[src/core/cfc_pkg.sv]
/*
 * shared types and constants of the condition and flow control block.
 * assumes a decode stage that presents one instruction per cycle with its
 * condition operands already split by group, and a stack outside the block.
 */
// Function
// - accumulator zero, nonzero, sign tests against zero
// - carry, wrap, test flag, pin low, always
// - conditional flow ops evaluate before transferring control
// - several conditions: all must hold
// - at most four conditions, one per group
// - groups: accumulator, wrap, carry, test/pin
// - plain branch stalls decode until flags valid
// - taken: load target, flush, four cycles
// - untaken: next instruction decodes, two cycles
// - call also pushes the return address
// - conditional exit costs same as branch
// - delayed forms run two slot words, no flush
// - two-word slot instruction alone fills slots
// - delayed forms use flags before slot code
// - exec_if governs one or two words
// - failed exec_if substitutes no-operation
// - exec_if uses flags one cycle old
// - interrupt allowed just before exec_if
// - wrap flag sticky, cleared by wrap-testing branch
package cfc_pkg;

	localparam int PC_W   = 16;
	localparam int ACC_W  = 32;
	localparam int ADDR_W = 4;
	localparam int DATA_W = 16;

	localparam logic [ADDR_W-1:0] REG_CTRL   = 4'h0;
	localparam logic [ADDR_W-1:0] REG_STATUS = 4'h1;

	localparam int CTRL_IRQ_GATE_BIT = 0;
	localparam int CTRL_WRAP_CLR_BIT = 1;
	localparam logic CTRL_IRQ_GATE_RST = 1'b1;

	localparam int STAT_WRAP_BIT  = 0;
	localparam int STAT_COND_BIT  = 1;
	localparam int STAT_NOP_BIT   = 2;
	localparam int STAT_BUSY_BIT  = 3;
	localparam int STAT_STALL_BIT = 4;

	localparam logic [1:0] BR_WAIT_CYC = 2'h1;
	localparam logic [1:0] FLUSH_CYC   = 2'h2;
	localparam logic [1:0] DELAY_WORDS = 2'h2;
	localparam logic [1:0] XC1_WORDS   = 2'h1;
	localparam logic [1:0] XC2_WORDS   = 2'h2;

	typedef enum logic [2:0] {
		ACC_NONE, ACC_ZERO, ACC_NONZERO, ACC_NEGATIVE,
		ACC_NONPOSITIVE, ACC_POSITIVE, ACC_NONNEGATIVE
	} cfc_acc_t;

	typedef enum logic [1:0] {OVS_NONE, OVS_WRAP, OVS_NO_WRAP} cfc_ovs_t;
	typedef enum logic [1:0] {CYS_NONE, CYS_CLEAR, CYS_SET} cfc_cys_t;
	typedef enum logic [1:0] {TBS_NONE, TBS_FLAG_SET, TBS_FLAG_CLEAR, TBS_PIN_LOW} cfc_tbs_t;

	typedef enum logic [3:0] {
		OP_OTHER, OP_BRANCH_IF, OP_BRANCH_IF_DELAYED, OP_CALL_IF, OP_CALL_IF_DELAYED,
		OP_COND_EXIT, OP_COND_EXIT_DELAYED, OP_EXEC_IF1, OP_EXEC_IF2
	} cfc_op_t;

	typedef enum {ST_IDLE, ST_BR_WAIT, ST_FLUSH, ST_SLOT} cfc_state_t;

	typedef struct packed {
		cfc_acc_t acc;
		cfc_ovs_t ov;
		cfc_cys_t cy;
		cfc_tbs_t tb;
	} cfc_cond_t;

	typedef struct packed {
		logic            valid;
		cfc_op_t         op;
		logic            two_words;
		cfc_cond_t       cond;
		logic [PC_W-1:0] target;
	} cfc_instr_t;

	typedef struct packed {
		logic acc_zero;
		logic acc_negative;
		logic carry;
		logic test_flag;
		logic wrap;
		logic pin_low;
	} cfc_flags_t;

endpackage

[src/core/cfc_flow_ctrl.sv]
/*
 * condition evaluation and program-flow control of the core pipeline.
 * assumes the decoder holds an instruction while stall_decode is high,
 * an external stack served by push_req/pop_req, and a one-clock core.
 */
// Chosen here: the register addresses and the plain strobed port.
`timescale 1ns/1ps
`default_nettype none
module cfc_flow_ctrl import cfc_pkg::*; (
	input  wire logic              sys_clk,
	input  wire logic              rst_b,
	input  wire logic              clk_en,
	input  wire cfc_instr_t        instr,
	input  wire logic [ACC_W-1:0]  acc_value,
	input  wire logic              carry_flag,
	input  wire logic              test_flag,
	input  wire logic              wrap_event,
	input  wire logic              branch_input_pin_b,
	input  wire logic [PC_W-1:0]   ret_addr,
	input  wire logic [PC_W-1:0]   stack_top,
	input  wire logic [ADDR_W-1:0] reg_addr,
	input  wire logic [DATA_W-1:0] reg_wdata,
	input  wire logic              reg_wr,
	input  wire logic              reg_rd,
	output logic [DATA_W-1:0]      reg_rdata,
	output logic                   stall_decode,
	output logic                   flush,
	output logic                   pc_load,
	output logic [PC_W-1:0]        pc_target,
	output logic                   push_req,
	output logic [PC_W-1:0]        push_addr,
	output logic                   pop_req,
	output logic                   nop_sub,
	output logic                   int_allow,
	output logic                   arith_wrap_flag,
	output logic                   cond_result
);
	cfc_state_t      state;
	cfc_state_t      next_state;
	logic [1:0]      cnt;
	logic [1:0]      slot_left;
	logic [1:0]      xc_left;
	cfc_op_t         op_q;
	cfc_cond_t       cond_q;
	logic [PC_W-1:0] target_q;
	logic [PC_W-1:0] ret_q;
	logic            taken_q;
	logic            irq_gate;
	logic            pin_s1;
	logic            pin_s2;
	logic            pin_s3;
	logic            pin_low;
	cfc_flags_t      flags_live;
	cfc_flags_t      flags_prev;
	cfc_flags_t      eval_flags;
	cfc_cond_t       eval_cond;
	logic            eval_res;
	logic            dec_ok;
	logic            dispatch;
	logic            is_exec;
	logic            is_delayed;
	logic [1:0]      words;
	logic            slot_done;
	logic            wrap_clr;

	// pin synchroniser, level accepted once second and third stages agree
	always_ff @(posedge sys_clk or negedge rst_b) begin
		if (!rst_b) begin
			pin_s1 <= 1'b1;
			pin_s2 <= 1'b1;
			pin_s3 <= 1'b1;
			pin_low <= 1'b0;
		end else if (clk_en) begin
			pin_s1 <= branch_input_pin_b;
			pin_s2 <= pin_s1;
			pin_s3 <= pin_s2;
			if (pin_s2 == pin_s3) begin
				pin_low <= !pin_s3;
			end
		end
	end

	always_comb begin
		flags_live.acc_zero     = (acc_value == '0);
		flags_live.acc_negative = acc_value[ACC_W-1];
		flags_live.carry        = carry_flag;
		flags_live.test_flag    = test_flag;
		flags_live.wrap         = arith_wrap_flag;
		flags_live.pin_low      = pin_low;
	end

	// flag picture one cycle old for conditional execute
	always_ff @(posedge sys_clk or negedge rst_b) begin
		if (!rst_b) begin
			flags_prev <= '0;
		end else if (clk_en) begin
			flags_prev <= flags_live;
		end
	end

	assign dec_ok     = instr.valid && !stall_decode;
	assign words      = instr.two_words ? 2'h2 : 2'h1;
	assign is_exec    = (instr.op == OP_EXEC_IF1) || (instr.op == OP_EXEC_IF2);
	assign is_delayed = (instr.op == OP_BRANCH_IF_DELAYED) || (instr.op == OP_CALL_IF_DELAYED)
		|| (instr.op == OP_COND_EXIT_DELAYED);
	// suppressed words never dispatch, even when they encode a branch
	assign dispatch   = dec_ok && (state == ST_IDLE) && !(xc_left != 2'h0 && nop_sub)
		&& (xc_left == 2'h0) && (instr.op != OP_OTHER);
	assign slot_done  = (state == ST_SLOT) && dec_ok && (words >= slot_left);

	always_comb begin
		if (state == ST_BR_WAIT) begin
			eval_cond  = cond_q;
			eval_flags = flags_live;
		end else begin
			eval_cond  = instr.cond;
			eval_flags = is_exec ? flags_prev : flags_live;
		end
	end

	cfc_cond_eval u_eval (
		.cond   (eval_cond),
		.flags  (eval_flags),
		.result (eval_res)
	);

	always_comb begin
		next_state = state;
		unique case (state)
			ST_IDLE: begin
				if (dispatch && !is_exec) begin
					next_state = is_delayed ? ST_SLOT : ST_BR_WAIT;
				end
			end
			ST_BR_WAIT: begin
				if (cnt == 2'h0) begin
					next_state = eval_res ? ST_FLUSH : ST_IDLE;
				end
			end
			ST_FLUSH: begin
				if (cnt == 2'h0) begin
					next_state = ST_IDLE;
				end
			end
			ST_SLOT: begin
				if (slot_done) begin
					next_state = ST_IDLE;
				end
			end
		endcase
	end

	always_ff @(posedge sys_clk or negedge rst_b) begin
		if (!rst_b) begin
			state <= ST_IDLE;
		end else if (clk_en) begin
			state <= next_state;
		end
	end

	// wait and flush counter
	always_ff @(posedge sys_clk or negedge rst_b) begin
		if (!rst_b) begin
			cnt <= 2'h0;
		end else if (clk_en) begin
			if (state == ST_IDLE) begin
				cnt <= BR_WAIT_CYC - 2'h1;
			end else if (state == ST_BR_WAIT && cnt == 2'h0) begin
				cnt <= FLUSH_CYC - 2'h1;
			end else if (cnt != 2'h0) begin
				cnt <= cnt - 2'h1;
			end
		end
	end

	// decode-time capture of the conditional instruction
	always_ff @(posedge sys_clk or negedge rst_b) begin
		if (!rst_b) begin
			op_q     <= OP_OTHER;
			cond_q   <= '0;
			target_q <= '0;
			ret_q    <= '0;
			taken_q  <= 1'b0;
		end else if (clk_en && dispatch && !is_exec) begin
			op_q     <= instr.op;
			cond_q   <= instr.cond;
			target_q <= instr.target;
			ret_q    <= is_delayed ? ret_addr + {{(PC_W-2){1'b0}}, DELAY_WORDS} : ret_addr;
			taken_q  <= eval_res;
		end
	end

	always_ff @(posedge sys_clk or negedge rst_b) begin
		if (!rst_b) begin
			slot_left <= 2'h0;
		end else if (clk_en) begin
			if (dispatch && is_delayed) begin
				slot_left <= DELAY_WORDS;
			end else if (state == ST_SLOT && dec_ok) begin
				slot_left <= slot_done ? 2'h0 : slot_left - words;
			end
		end
	end

	always_ff @(posedge sys_clk or negedge rst_b) begin
		if (!rst_b) begin
			stall_decode <= 1'b0;
		end else if (clk_en) begin
			stall_decode <= (next_state == ST_BR_WAIT) || (next_state == ST_FLUSH);
		end
	end

	// transfer of control: plain forms after evaluation, delayed after slots
	always_ff @(posedge sys_clk or negedge rst_b) begin
		if (!rst_b) begin
			pc_load   <= 1'b0;
			flush     <= 1'b0;
			pc_target <= '0;
			push_req  <= 1'b0;
			push_addr <= '0;
			pop_req   <= 1'b0;
		end else if (clk_en) begin
			pc_load  <= 1'b0;
			flush    <= 1'b0;
			push_req <= 1'b0;
			pop_req  <= 1'b0;
			if (state == ST_BR_WAIT && cnt == 2'h0 && eval_res) begin
				pc_load   <= 1'b1;
				flush     <= 1'b1;
				pc_target <= (op_q == OP_COND_EXIT) ? stack_top : target_q;
				pop_req   <= (op_q == OP_COND_EXIT);
				push_req  <= (op_q == OP_CALL_IF);
				push_addr <= ret_q;
			end else if (slot_done && taken_q) begin
				pc_load   <= 1'b1;
				pc_target <= (op_q == OP_COND_EXIT_DELAYED) ? stack_top : target_q;
				pop_req   <= (op_q == OP_COND_EXIT_DELAYED);
				push_req  <= (op_q == OP_CALL_IF_DELAYED);
				push_addr <= ret_q;
			end
		end
	end

	always_ff @(posedge sys_clk or negedge rst_b) begin
		if (!rst_b) begin
			cond_result <= 1'b0;
		end else if (clk_en && (dispatch || (state == ST_BR_WAIT && cnt == 2'h0))) begin
			cond_result <= eval_res;
		end
	end

	// conditional execute: governed words pass, replaced by nop on a failed test
	always_ff @(posedge sys_clk or negedge rst_b) begin
		if (!rst_b) begin
			xc_left <= 2'h0;
			nop_sub <= 1'b0;
		end else if (clk_en) begin
			if (dispatch && is_exec) begin
				xc_left <= (instr.op == OP_EXEC_IF2) ? XC2_WORDS : XC1_WORDS;
				nop_sub <= !eval_res;
			end else if (xc_left != 2'h0 && dec_ok) begin
				if (words >= xc_left) begin
					xc_left <= 2'h0;
					nop_sub <= 1'b0;
				end else begin
					xc_left <= xc_left - words;
				end
			end
		end
	end

	// interrupts only between whole flow sequences, so also just before exec_if
	always_ff @(posedge sys_clk or negedge rst_b) begin
		if (!rst_b) begin
			int_allow <= 1'b1;
		end else if (clk_en) begin
			int_allow <= !irq_gate || ((next_state == ST_IDLE) && !(dispatch && is_exec)
				&& !(xc_left != 2'h0 && !(dec_ok && words >= xc_left)));
		end
	end

	// branch clears only once the wrap test has been evaluated, plain form at its decision edge
	assign wrap_clr = (dispatch && instr.op == OP_BRANCH_IF_DELAYED && instr.cond.ov != OVS_NONE)
		|| (state == ST_BR_WAIT && cnt == 2'h0 && op_q == OP_BRANCH_IF && cond_q.ov != OVS_NONE)
		|| (reg_wr && reg_addr == REG_CTRL && reg_wdata[CTRL_WRAP_CLR_BIT]);

	always_ff @(posedge sys_clk or negedge rst_b) begin
		if (!rst_b) begin
			arith_wrap_flag <= 1'b0;
		end else if (clk_en) begin
			if (wrap_event) begin
				arith_wrap_flag <= 1'b1;
			end else if (wrap_clr) begin
				arith_wrap_flag <= 1'b0;
			end
		end
	end

	// register port
	always_ff @(posedge sys_clk or negedge rst_b) begin
		if (!rst_b) begin
			irq_gate <= CTRL_IRQ_GATE_RST;
		end else if (clk_en && reg_wr && reg_addr == REG_CTRL) begin
			irq_gate <= reg_wdata[CTRL_IRQ_GATE_BIT];
		end
	end

	always_ff @(posedge sys_clk or negedge rst_b) begin
		if (!rst_b) begin
			reg_rdata <= '0;
		end else if (clk_en) begin
			reg_rdata <= '0;
			if (reg_rd && reg_addr == REG_CTRL) begin
				reg_rdata[CTRL_IRQ_GATE_BIT] <= irq_gate;
			end else if (reg_rd && reg_addr == REG_STATUS) begin
				reg_rdata[STAT_WRAP_BIT]  <= arith_wrap_flag;
				reg_rdata[STAT_COND_BIT]  <= cond_result;
				reg_rdata[STAT_NOP_BIT]   <= nop_sub;
				reg_rdata[STAT_BUSY_BIT]  <= (state != ST_IDLE) || (xc_left != 2'h0);
				reg_rdata[STAT_STALL_BIT] <= stall_decode;
			end
		end
	end

	// checks
	wrap_set_held_a: assert property (@(posedge sys_clk) disable iff (!rst_b)
		clk_en && wrap_event |=> arith_wrap_flag)
		else $error("wrap event not latched");

	taken_flush_a: assert property (@(posedge sys_clk) disable iff (!rst_b)
		clk_en && state == ST_BR_WAIT && cnt == 2'h0 && eval_res |=> pc_load && flush && stall_decode)
		else $error("taken branch did not load and flush");

	untaken_release_a: assert property (@(posedge sys_clk) disable iff (!rst_b)
		clk_en && state == ST_BR_WAIT && cnt == 2'h0 && !eval_res |=> !stall_decode && !pc_load)
		else $error("untaken branch kept decode stalled");

	branch_stall_a: assert property (@(posedge sys_clk) disable iff (!rst_b)
		clk_en && dispatch && !is_exec && !is_delayed |=> stall_decode && state == ST_BR_WAIT)
		else $error("plain branch did not stall decode");

	call_push_a: assert property (@(posedge sys_clk) disable iff (!rst_b)
		pc_load && (op_q == OP_CALL_IF || op_q == OP_CALL_IF_DELAYED) |-> push_req && push_addr == ret_q)
		else $error("taken call did not push return address");

	delayed_noflush_a: assert property (@(posedge sys_clk) disable iff (!rst_b)
		clk_en && slot_done && taken_q |=> pc_load && !flush && !stall_decode)
		else $error("delayed transfer flushed or stalled");

	slot_frozen_a: assert property (@(posedge sys_clk) disable iff (!rst_b)
		state == ST_SLOT && $past(state) == ST_SLOT |-> $stable(taken_q))
		else $error("delayed decision changed inside slots");

	exec_nop_a: assert property (@(posedge sys_clk) disable iff (!rst_b)
		clk_en && dispatch && is_exec |=> nop_sub == !$past(eval_res) && xc_left != 2'h0)
		else $error("exec_if squash does not follow its test");

	exec_two_a: assert property (@(posedge sys_clk) disable iff (!rst_b)
		clk_en && nop_sub && xc_left == 2'h2 && dec_ok && !instr.two_words |=> nop_sub)
		else $error("second governed word not replaced");

	pin_agree_a: assert property (@(posedge sys_clk) disable iff (!rst_b)
		clk_en && pin_s2 != pin_s3 |=> $stable(pin_low))
		else $error("pin level taken before stages agree");
endmodule
`default_nettype wire

[src/core/cfc_cond_eval.sv]
/*
 * combinational condition test: one selector per group, all must hold.
 * assumes flags are already settled and synchronised by the caller.
 */
`timescale 1ns/1ps
`default_nettype none
module cfc_cond_eval import cfc_pkg::*; (
	input  wire cfc_cond_t  cond,
	input  wire cfc_flags_t flags,
	output logic            result
);
	logic acc_ok;
	logic ov_ok;
	logic cy_ok;
	logic tb_ok;

	always_comb begin
		unique case (cond.acc)
			ACC_ZERO:        acc_ok = flags.acc_zero;
			ACC_NONZERO:     acc_ok = !flags.acc_zero;
			ACC_NEGATIVE:    acc_ok = flags.acc_negative;
			ACC_NONPOSITIVE: acc_ok = flags.acc_negative || flags.acc_zero;
			ACC_POSITIVE:    acc_ok = !flags.acc_negative && !flags.acc_zero;
			ACC_NONNEGATIVE: acc_ok = !flags.acc_negative;
			default:         acc_ok = 1'b1;
		endcase
		unique case (cond.ov)
			OVS_WRAP:    ov_ok = flags.wrap;
			OVS_NO_WRAP: ov_ok = !flags.wrap;
			default:     ov_ok = 1'b1;
		endcase
		unique case (cond.cy)
			CYS_CLEAR: cy_ok = !flags.carry;
			CYS_SET:   cy_ok = flags.carry;
			default:   cy_ok = 1'b1;
		endcase
		unique case (cond.tb)
			TBS_FLAG_SET:   tb_ok = flags.test_flag;
			TBS_FLAG_CLEAR: tb_ok = !flags.test_flag;
			TBS_PIN_LOW:    tb_ok = flags.pin_low;
			default:        tb_ok = 1'b1;
		endcase
	end

	// one field per group, so two tests of one group cannot be encoded
	assign result = acc_ok && ov_ok && cy_ok && tb_ok;
endmodule
`default_nettype wire

[config.mk]
export PLATFORM = sky130hd
export DESIGN_NAME = cfc_flow_ctrl
export DESIGN_NICKNAME = d
export VERILOG_FILES = /design/src/core/cfc_pkg.sv /design/src/core/cfc_flow_ctrl.sv /design/src/core/cfc_cond_eval.sv
export SDC_FILE = /design/constraint.sdc
export NUM_CORES = 1
export LEC_CHECK = 0
export BUFFER_PORTS_ARGS = -buffer_cell sky130_fd_sc_hd__buf_2
export CAP_MARGIN = 20
export CELL_PAD_IN_SITES_DETAIL_PLACEMENT = 2
export CELL_PAD_IN_SITES_GLOBAL_PLACEMENT = 2
export CORE_ASPECT_RATIO = 0.7
export CORE_MARGIN = 5
export CORE_UTILIZATION = 33
export CTS_CLUSTER_DIAMETER = 150
export DETAILED_ROUTE_END_ITERATION = 12
export GPL_TIMING_DRIVEN = 0
export PLACE_DENSITY_LB_ADDON = 0.1
export SLEW_MARGIN = 20
export SYNTH_ARGS = -nofsm -noshare
export SYNTH_HDL_FRONTEND = slang
export SYNTH_SLANG_ARGS = --single-unit
[constraint.sdc]
create_clock -name sys_clk -period 4.6 [get_ports sys_clk]
set_input_delay 0.46 -clock sys_clk [delete_from_list [all_inputs] [get_ports sys_clk]]
set_output_delay 0.46 -clock sys_clk [all_outputs]
set_load 0.01 [all_outputs]
Yosys cells after proc, flatten, opt, wreduce, memory -nomap -nowiden. Index checks and enable logic that the tools add are counted.

Add/subtract/negate cells: 4. Magnitude comparators: 2. Equality and inequality tests: 32. Multiplexer cells: 47. Reductions and logical operators: 86.

Operator list (count): == test 32 x 2 -> 1 bit (second input constant) (4); zero test 32 bit (4); 2-to-1 mux 32 bit (4); case mux 32 bit (4 select lines) (1); 2-to-1 mux 16 bit (7); == test 32 x 3 -> 1 bit (second input constant) (2); logical AND 1 bit (36); == test 32 x 1 -> 1 bit (second input constant) (1); nonzero test 32 bit (1); 2-to-1 mux 2 bit (13); == test 4 x 3 -> 1 bit (second input constant) (6); nonzero test 2 bit (9); adder 16 x 2 -> 16 bit (second input constant) (1); zero test 1 bit (14); 2-to-1 mux 1 bit (13); 2-to-1 mux 6 bit (2); AND reduction 2 bit (6); logical OR 1 bit (10); == test 3 bit (second input constant) (3); 2-to-1 mux 9 bit (1); == test 2 bit (second input constant) (4); == test 4 x 1 -> 1 bit (second input constant) (2); == test 4 x 2 -> 1 bit (second input constant) (2); == test 2 x 1 -> 1 bit (second input constant) (3); other kinds (17) (22).

Bits in registers: 141. Output and inout port bits: 57.

Logic depth before layout (Yosys ltp).
Word-level depth: 17. Gate-level depth with buffers: 17. Depth with buffers taken out: 16.

Hierarchy. Synthesis repeated with hierarchy kept, for this count alone.

Cells, all modules: 576. Area, all modules: 6587.6 um^2.

Modules (own cells, without submodules): cfc_flow_ctrl (times used 1, cells an instance 554, area an instance 6406.1 um^2, sequential area each 3534.6 um^2); cfc_cond_eval (times used 1, cells an instance 22, area an instance 181.4 um^2, sequential area each 0.0 um^2).

Worst setup path after synthesis. No wires, ideal clock.

Path type: register -> register. Start: reg state[15]. End: reg push_addr[0]. Arrival: 3.781 ns. Setup slack: 0.695 ns. Cell stages (with the launch flop): 17. Buffers on the path: 1. Clock period less this slack: 3.905 ns. Cells stage by stage: dfrtp_1 nor4_1 nand4_1 nor3_1 inv_1 nor2_1 mux2_2 inv_1 ha_1 mux2_2 o22ai_1 o21ai_0 a21boi_0 o211ai_1 a21oi_2 buf_2 mux2_2.

Word-level cells in the longest chain between the ends: 11. Elaborated cells on any way between the ends: 39.

Ends and longest elaborated chain: from (decl) (RTL line cfc_flow_ctrl.sv:38) `cfc_state_t state;`; from (signal assigned) (RTL line cfc_flow_ctrl.sv:157) `state <= next_state;`; branches (longest 11 deep; another with == test 32 x 2 -> 1 bit); to (signal assigned) (RTL line cfc_flow_ctrl.sv:233) `push_addr <= ret_q;`; to (signal assigned) (RTL line cfc_flow_ctrl.sv:239) `push_addr <= ret_q;`; to (decl) (RTL line cfc_flow_ctrl.sv:31) `output logic [PC_W-1:0] push_addr,`.

Several ways; the timed one is not identified. A chain may end at the register's enable or synchronous reset.

Worst setup path in the final report.
Start: reg state[5]. End: reg pc_target[2].

Word-level cells in the longest chain between the ends: 11. Elaborated cells on any way between the ends: 39.

Ends and longest elaborated chain: branches (longest 11 deep; another with == test 32 x 2 -> 1 bit); to (signal assigned) (RTL line cfc_flow_ctrl.sv:230) `pc_target <= (op_q == OP_COND_EXIT) ? stack_top : target_q;`; to (signal assigned) (RTL line cfc_flow_ctrl.sv:236) `pc_target <= (op_q == OP_COND_EXIT_DELAYED) ? stack_top : target_q;`; to (decl) (RTL line cfc_flow_ctrl.sv:29) `output logic [PC_W-1:0] pc_target,`.

Several ways; the timed one is not identified.

==> summary.md <==
| Metric | Value |
|---|---|
| Outcome | finished clean |
| Fin area | 8570 sq um |
| Gate Count Post-Synth | 582 |
| #FFs+latches synth | 141 |
| Die width | 179 microns |
| Power per cell area | 530 nW/um^2 |
| Die ar. | 23000 sq um |
| Clock Sinks | 141 |
| Number of DRC markers in iteration 0 | 175 |
| Library cells used by synthesis | 62 |
| DRC violations left | 0 |
| First-pass DRT Iterations | 4 |
| CTS tree | yes |
| Vias per inst | 4.89 |
| Die Y | 128 microns |
| Yosys warning total | 0 |
| Post-DP HPWL | 15000 microns |
| Syn avg cell area | 11.3 sq um |
| Reg2reg setup slack | 0.26 ns |
| GR Overflow Total | 0 |
| DR WL/cell | 18.9 microns |
| Via Count | 5178 |
| Hold depth | 2 |
| Slew @ Worst Pin | 0.944 ns |
| Layout cell share with drive strength beyond 1 | 0.379 |
| CTS max path bufs | 2 |
| Final Cycle Share | 0.943 |
| WHS Endpoint | target_q[1] |
| Final Hold Vio Count | 0 |
| Total track usage | 0.175 |
| Rel. slew slack | 0.366 |
| Worst-Skew Late Latency | 0.42 ns |
| Setup-failing EPs final | 0 |
| Core footprint | 19700 sq um |
| Worst Path Max Fanout | 10 |
| Static Leak | 4.26 nW |
| Clk root buf | clkbuf_16 |
| H-Tree Depth | 4 |
| Rows | 43 |
| Worst min path class | in2reg |
| Sequential area share after synthesis | 0.536 |
| Final WL | 20000 microns |
| # IOs | 181 |
| Critical path data arrival time | 4.63 ns |
| Final ANT Viol Nets | 0 |
| Crit. End Element | flip-flop |
| Cell Area, Synth | 6600 sq um |
| Largest net degree at the start of global routing | 92 |
| Leading cell types in the layout, fill and taps excluded | buf_2 (157), dfrtp_1 (136), mux2_2 (65), nand2_1 (40), clkbuf_1 (39) |
| Core Util, Final | 0.434 |
| Dpl cell area | 7790 sq um |
| Number of port buffers | 155 |
| Area grow syn2layout | 29.8% |
| Clock Skew | 0.0126 ns |
| RR Endpoint | pc_target[2] |
| Initial Utilization | 0.334 |
| Fmax achieved | 231 MHz |
| GP Congestion | 0.804 |
| TritonCTS buffer count | 17 |
| R2R cell count | 17 |
| Type of element launching the critical path | flip-flop |
| Critical Path RT | 4.89 ns |
| Hold Crit Start | instr[1] |
| Reg2reg start | state[5] |
| First-pass GRT wire length | 31400 microns |
| Slew Viols, Final | 0 |
| Ant diodes | 0 |
| EDFF count, synth | 0 |
| Fin nets | 912 |
| Fill cells | 2069 |
| Max VDD drop | 217 uV |
| Initial antenna violation count | 1 |
| Clock slew at reported path FFs | 0.06 ns |
| Post-layout min period | 4.34 ns |
| Synth Flop Type | dfrtp_1 |
| Setup Crit Path Kind | reg2reg |
| Vias in the first global route | 5841 |
| Asr flop ratio synth | 1.00 |
| Max_cap viols | 0 |
| Commonest non-fill, non-tap cell in the layout | buf_2 |
## stage by stage
stage	hold WS [ns]	setup WS, ns	cells	TNS [ns]	power (mW)
after CTS	0.255	0.0742	1051	0	4.59
after detailed placement	0.406	-0.604	1018	-18.00	3.01
final	0.274	0.263	1059	0	4.54
after global placement	0.440	-0.392	1017	-11.78	2.91
after global routing	0.257	-0.0596	1059	-0.465	4.82
after floorplan	0.164	0.695	592	0	2.53
## power breakdown
group / internal, mW / leakage (nW) / switching (mW)
Sequential: 1.58 / 1.82 / 0.221
Clock: 0.979 / 0.317 / 0.550
Combinational: 0.562 / 2.13 / 0.651
Total: 3.12 / 4.26 / 1.42
## metal layers
layer | global-route usage | wire (microns) | vias to the layer above
met5 | 0 | 7 | -
met3 | 0.0457 | 1170 | 15
met1 | 0.233 | 9290 | 2638
li1 | - | - | 2394
met2 | 0.290 | 9390 | 129
met4 | 0.0383 | 155 | 2
## kinds of logic (layout without fill, tap and decap cells)
logic type                 count (synthesis)  after routing  share of synthesized area
DFF                                      141            141                      0.536
buffers and inverters                     82            279                     0.0550
muxes                                     93             93                      0.155
AOI/OAI and AO/OA                         93             93                     0.0927
adders and majority gates                 11             11                     0.0231
and+or+nand+nor                          145            145                      0.117
other                                      1             11                   0.000568
xor gates and xnor gates                  16             16                     0.0212
## worst max path at each step
stage              start            end  slack [ns]  cells after the start
4_1_cts         state[5]   pc_target[2]        0.07                     17
6_report        state[5]   pc_target[2]        0.26                     17
5_1_grt         state[5]  pc_target[14]       -0.06                     17
3_3_place_gp   state[11]  pc_target[14]       -0.39                     17
3_5_place_dp   state[11]   pc_target[2]       -0.60                     17
2_1_floorplan  state[15]   push_addr[0]        0.69                     16
## worst max-delay path, stage by stage, from the launching register on
cell	delay [ns]
dfrtp_1	0.39
nor4_2	0.40
nand4_4	0.25
nor3_4	0.27
inv_1	0.15
nor2_4	0.20
mux2_2	0.39
inv_1	0.07
ha_1	0.17
mux2_2	0.16
o22ai_1	0.08
o21ai_1	0.25
a21boi_1	0.25
o211ai_1	0.24
a21oi_2	0.30
buf_4	0.27
buf_2	0.26
a21oi_1	0.11
## sequential cells by signal, summed over array words and instances (netlist names), 2 cells and up
signal      cells
state          32
cnt             2
op_q            4
cond_q          9
pc_target      16
ret_q          16
xc_left         2
slot_left       2
reg_rdata       5
push_addr      16
flags_prev      6
target_q       16
## what timing repair did
item	in CTS	in global routing
hold buffers	1	0
endpoints found under the hold margin	47	0
pin swaps	1	4
buffers inserted	1	8
endpoints found under the setup margin	34	33
gates resized for setup	9	4
## synthesized netlist by cell type, types with 5 or more instances
cell / instances / area [sq um]
and3_1: 9 / 56.3
nand2b_1: 5 / 31.3
nand2_1: 40 / 150
o21ai_0: 33 / 165
mux2i_1: 27 / 270
ha_1: 9 / 113
clkbuf_1: 41 / 154
dfstp_2: 5 / 131
dfrtp_1: 136 / 3400
nor4_1: 14 / 87.6
nor2_1: 35 / 131
buf_4: 11 / 82.6
buf_2: 5 / 25.0
inv_1: 22 / 82.6
a21oi_1: 26 / 130
xor2_1: 12 / 105
mux2_2: 65 / 732
nor2b_1: 5 / 31.3
nand4_1: 7 / 43.8
nand3_1: 7 / 35.0
## layout make-up
type                            count  area (sq um)  share of cell area
Sequential cell                   141          3530               0.412
Clock buffer                       18           439              0.0512
Clock inverter                     13           211              0.0247
Multi-Input combinational cell    369          2790               0.325
Timing Repair Buffer              166           891               0.104
Buffer                             59           284              0.0331
Tap cell                          270           338              0.0394
Inverter                           23          86.3              0.0101
(Power assumes the default switching activity.)
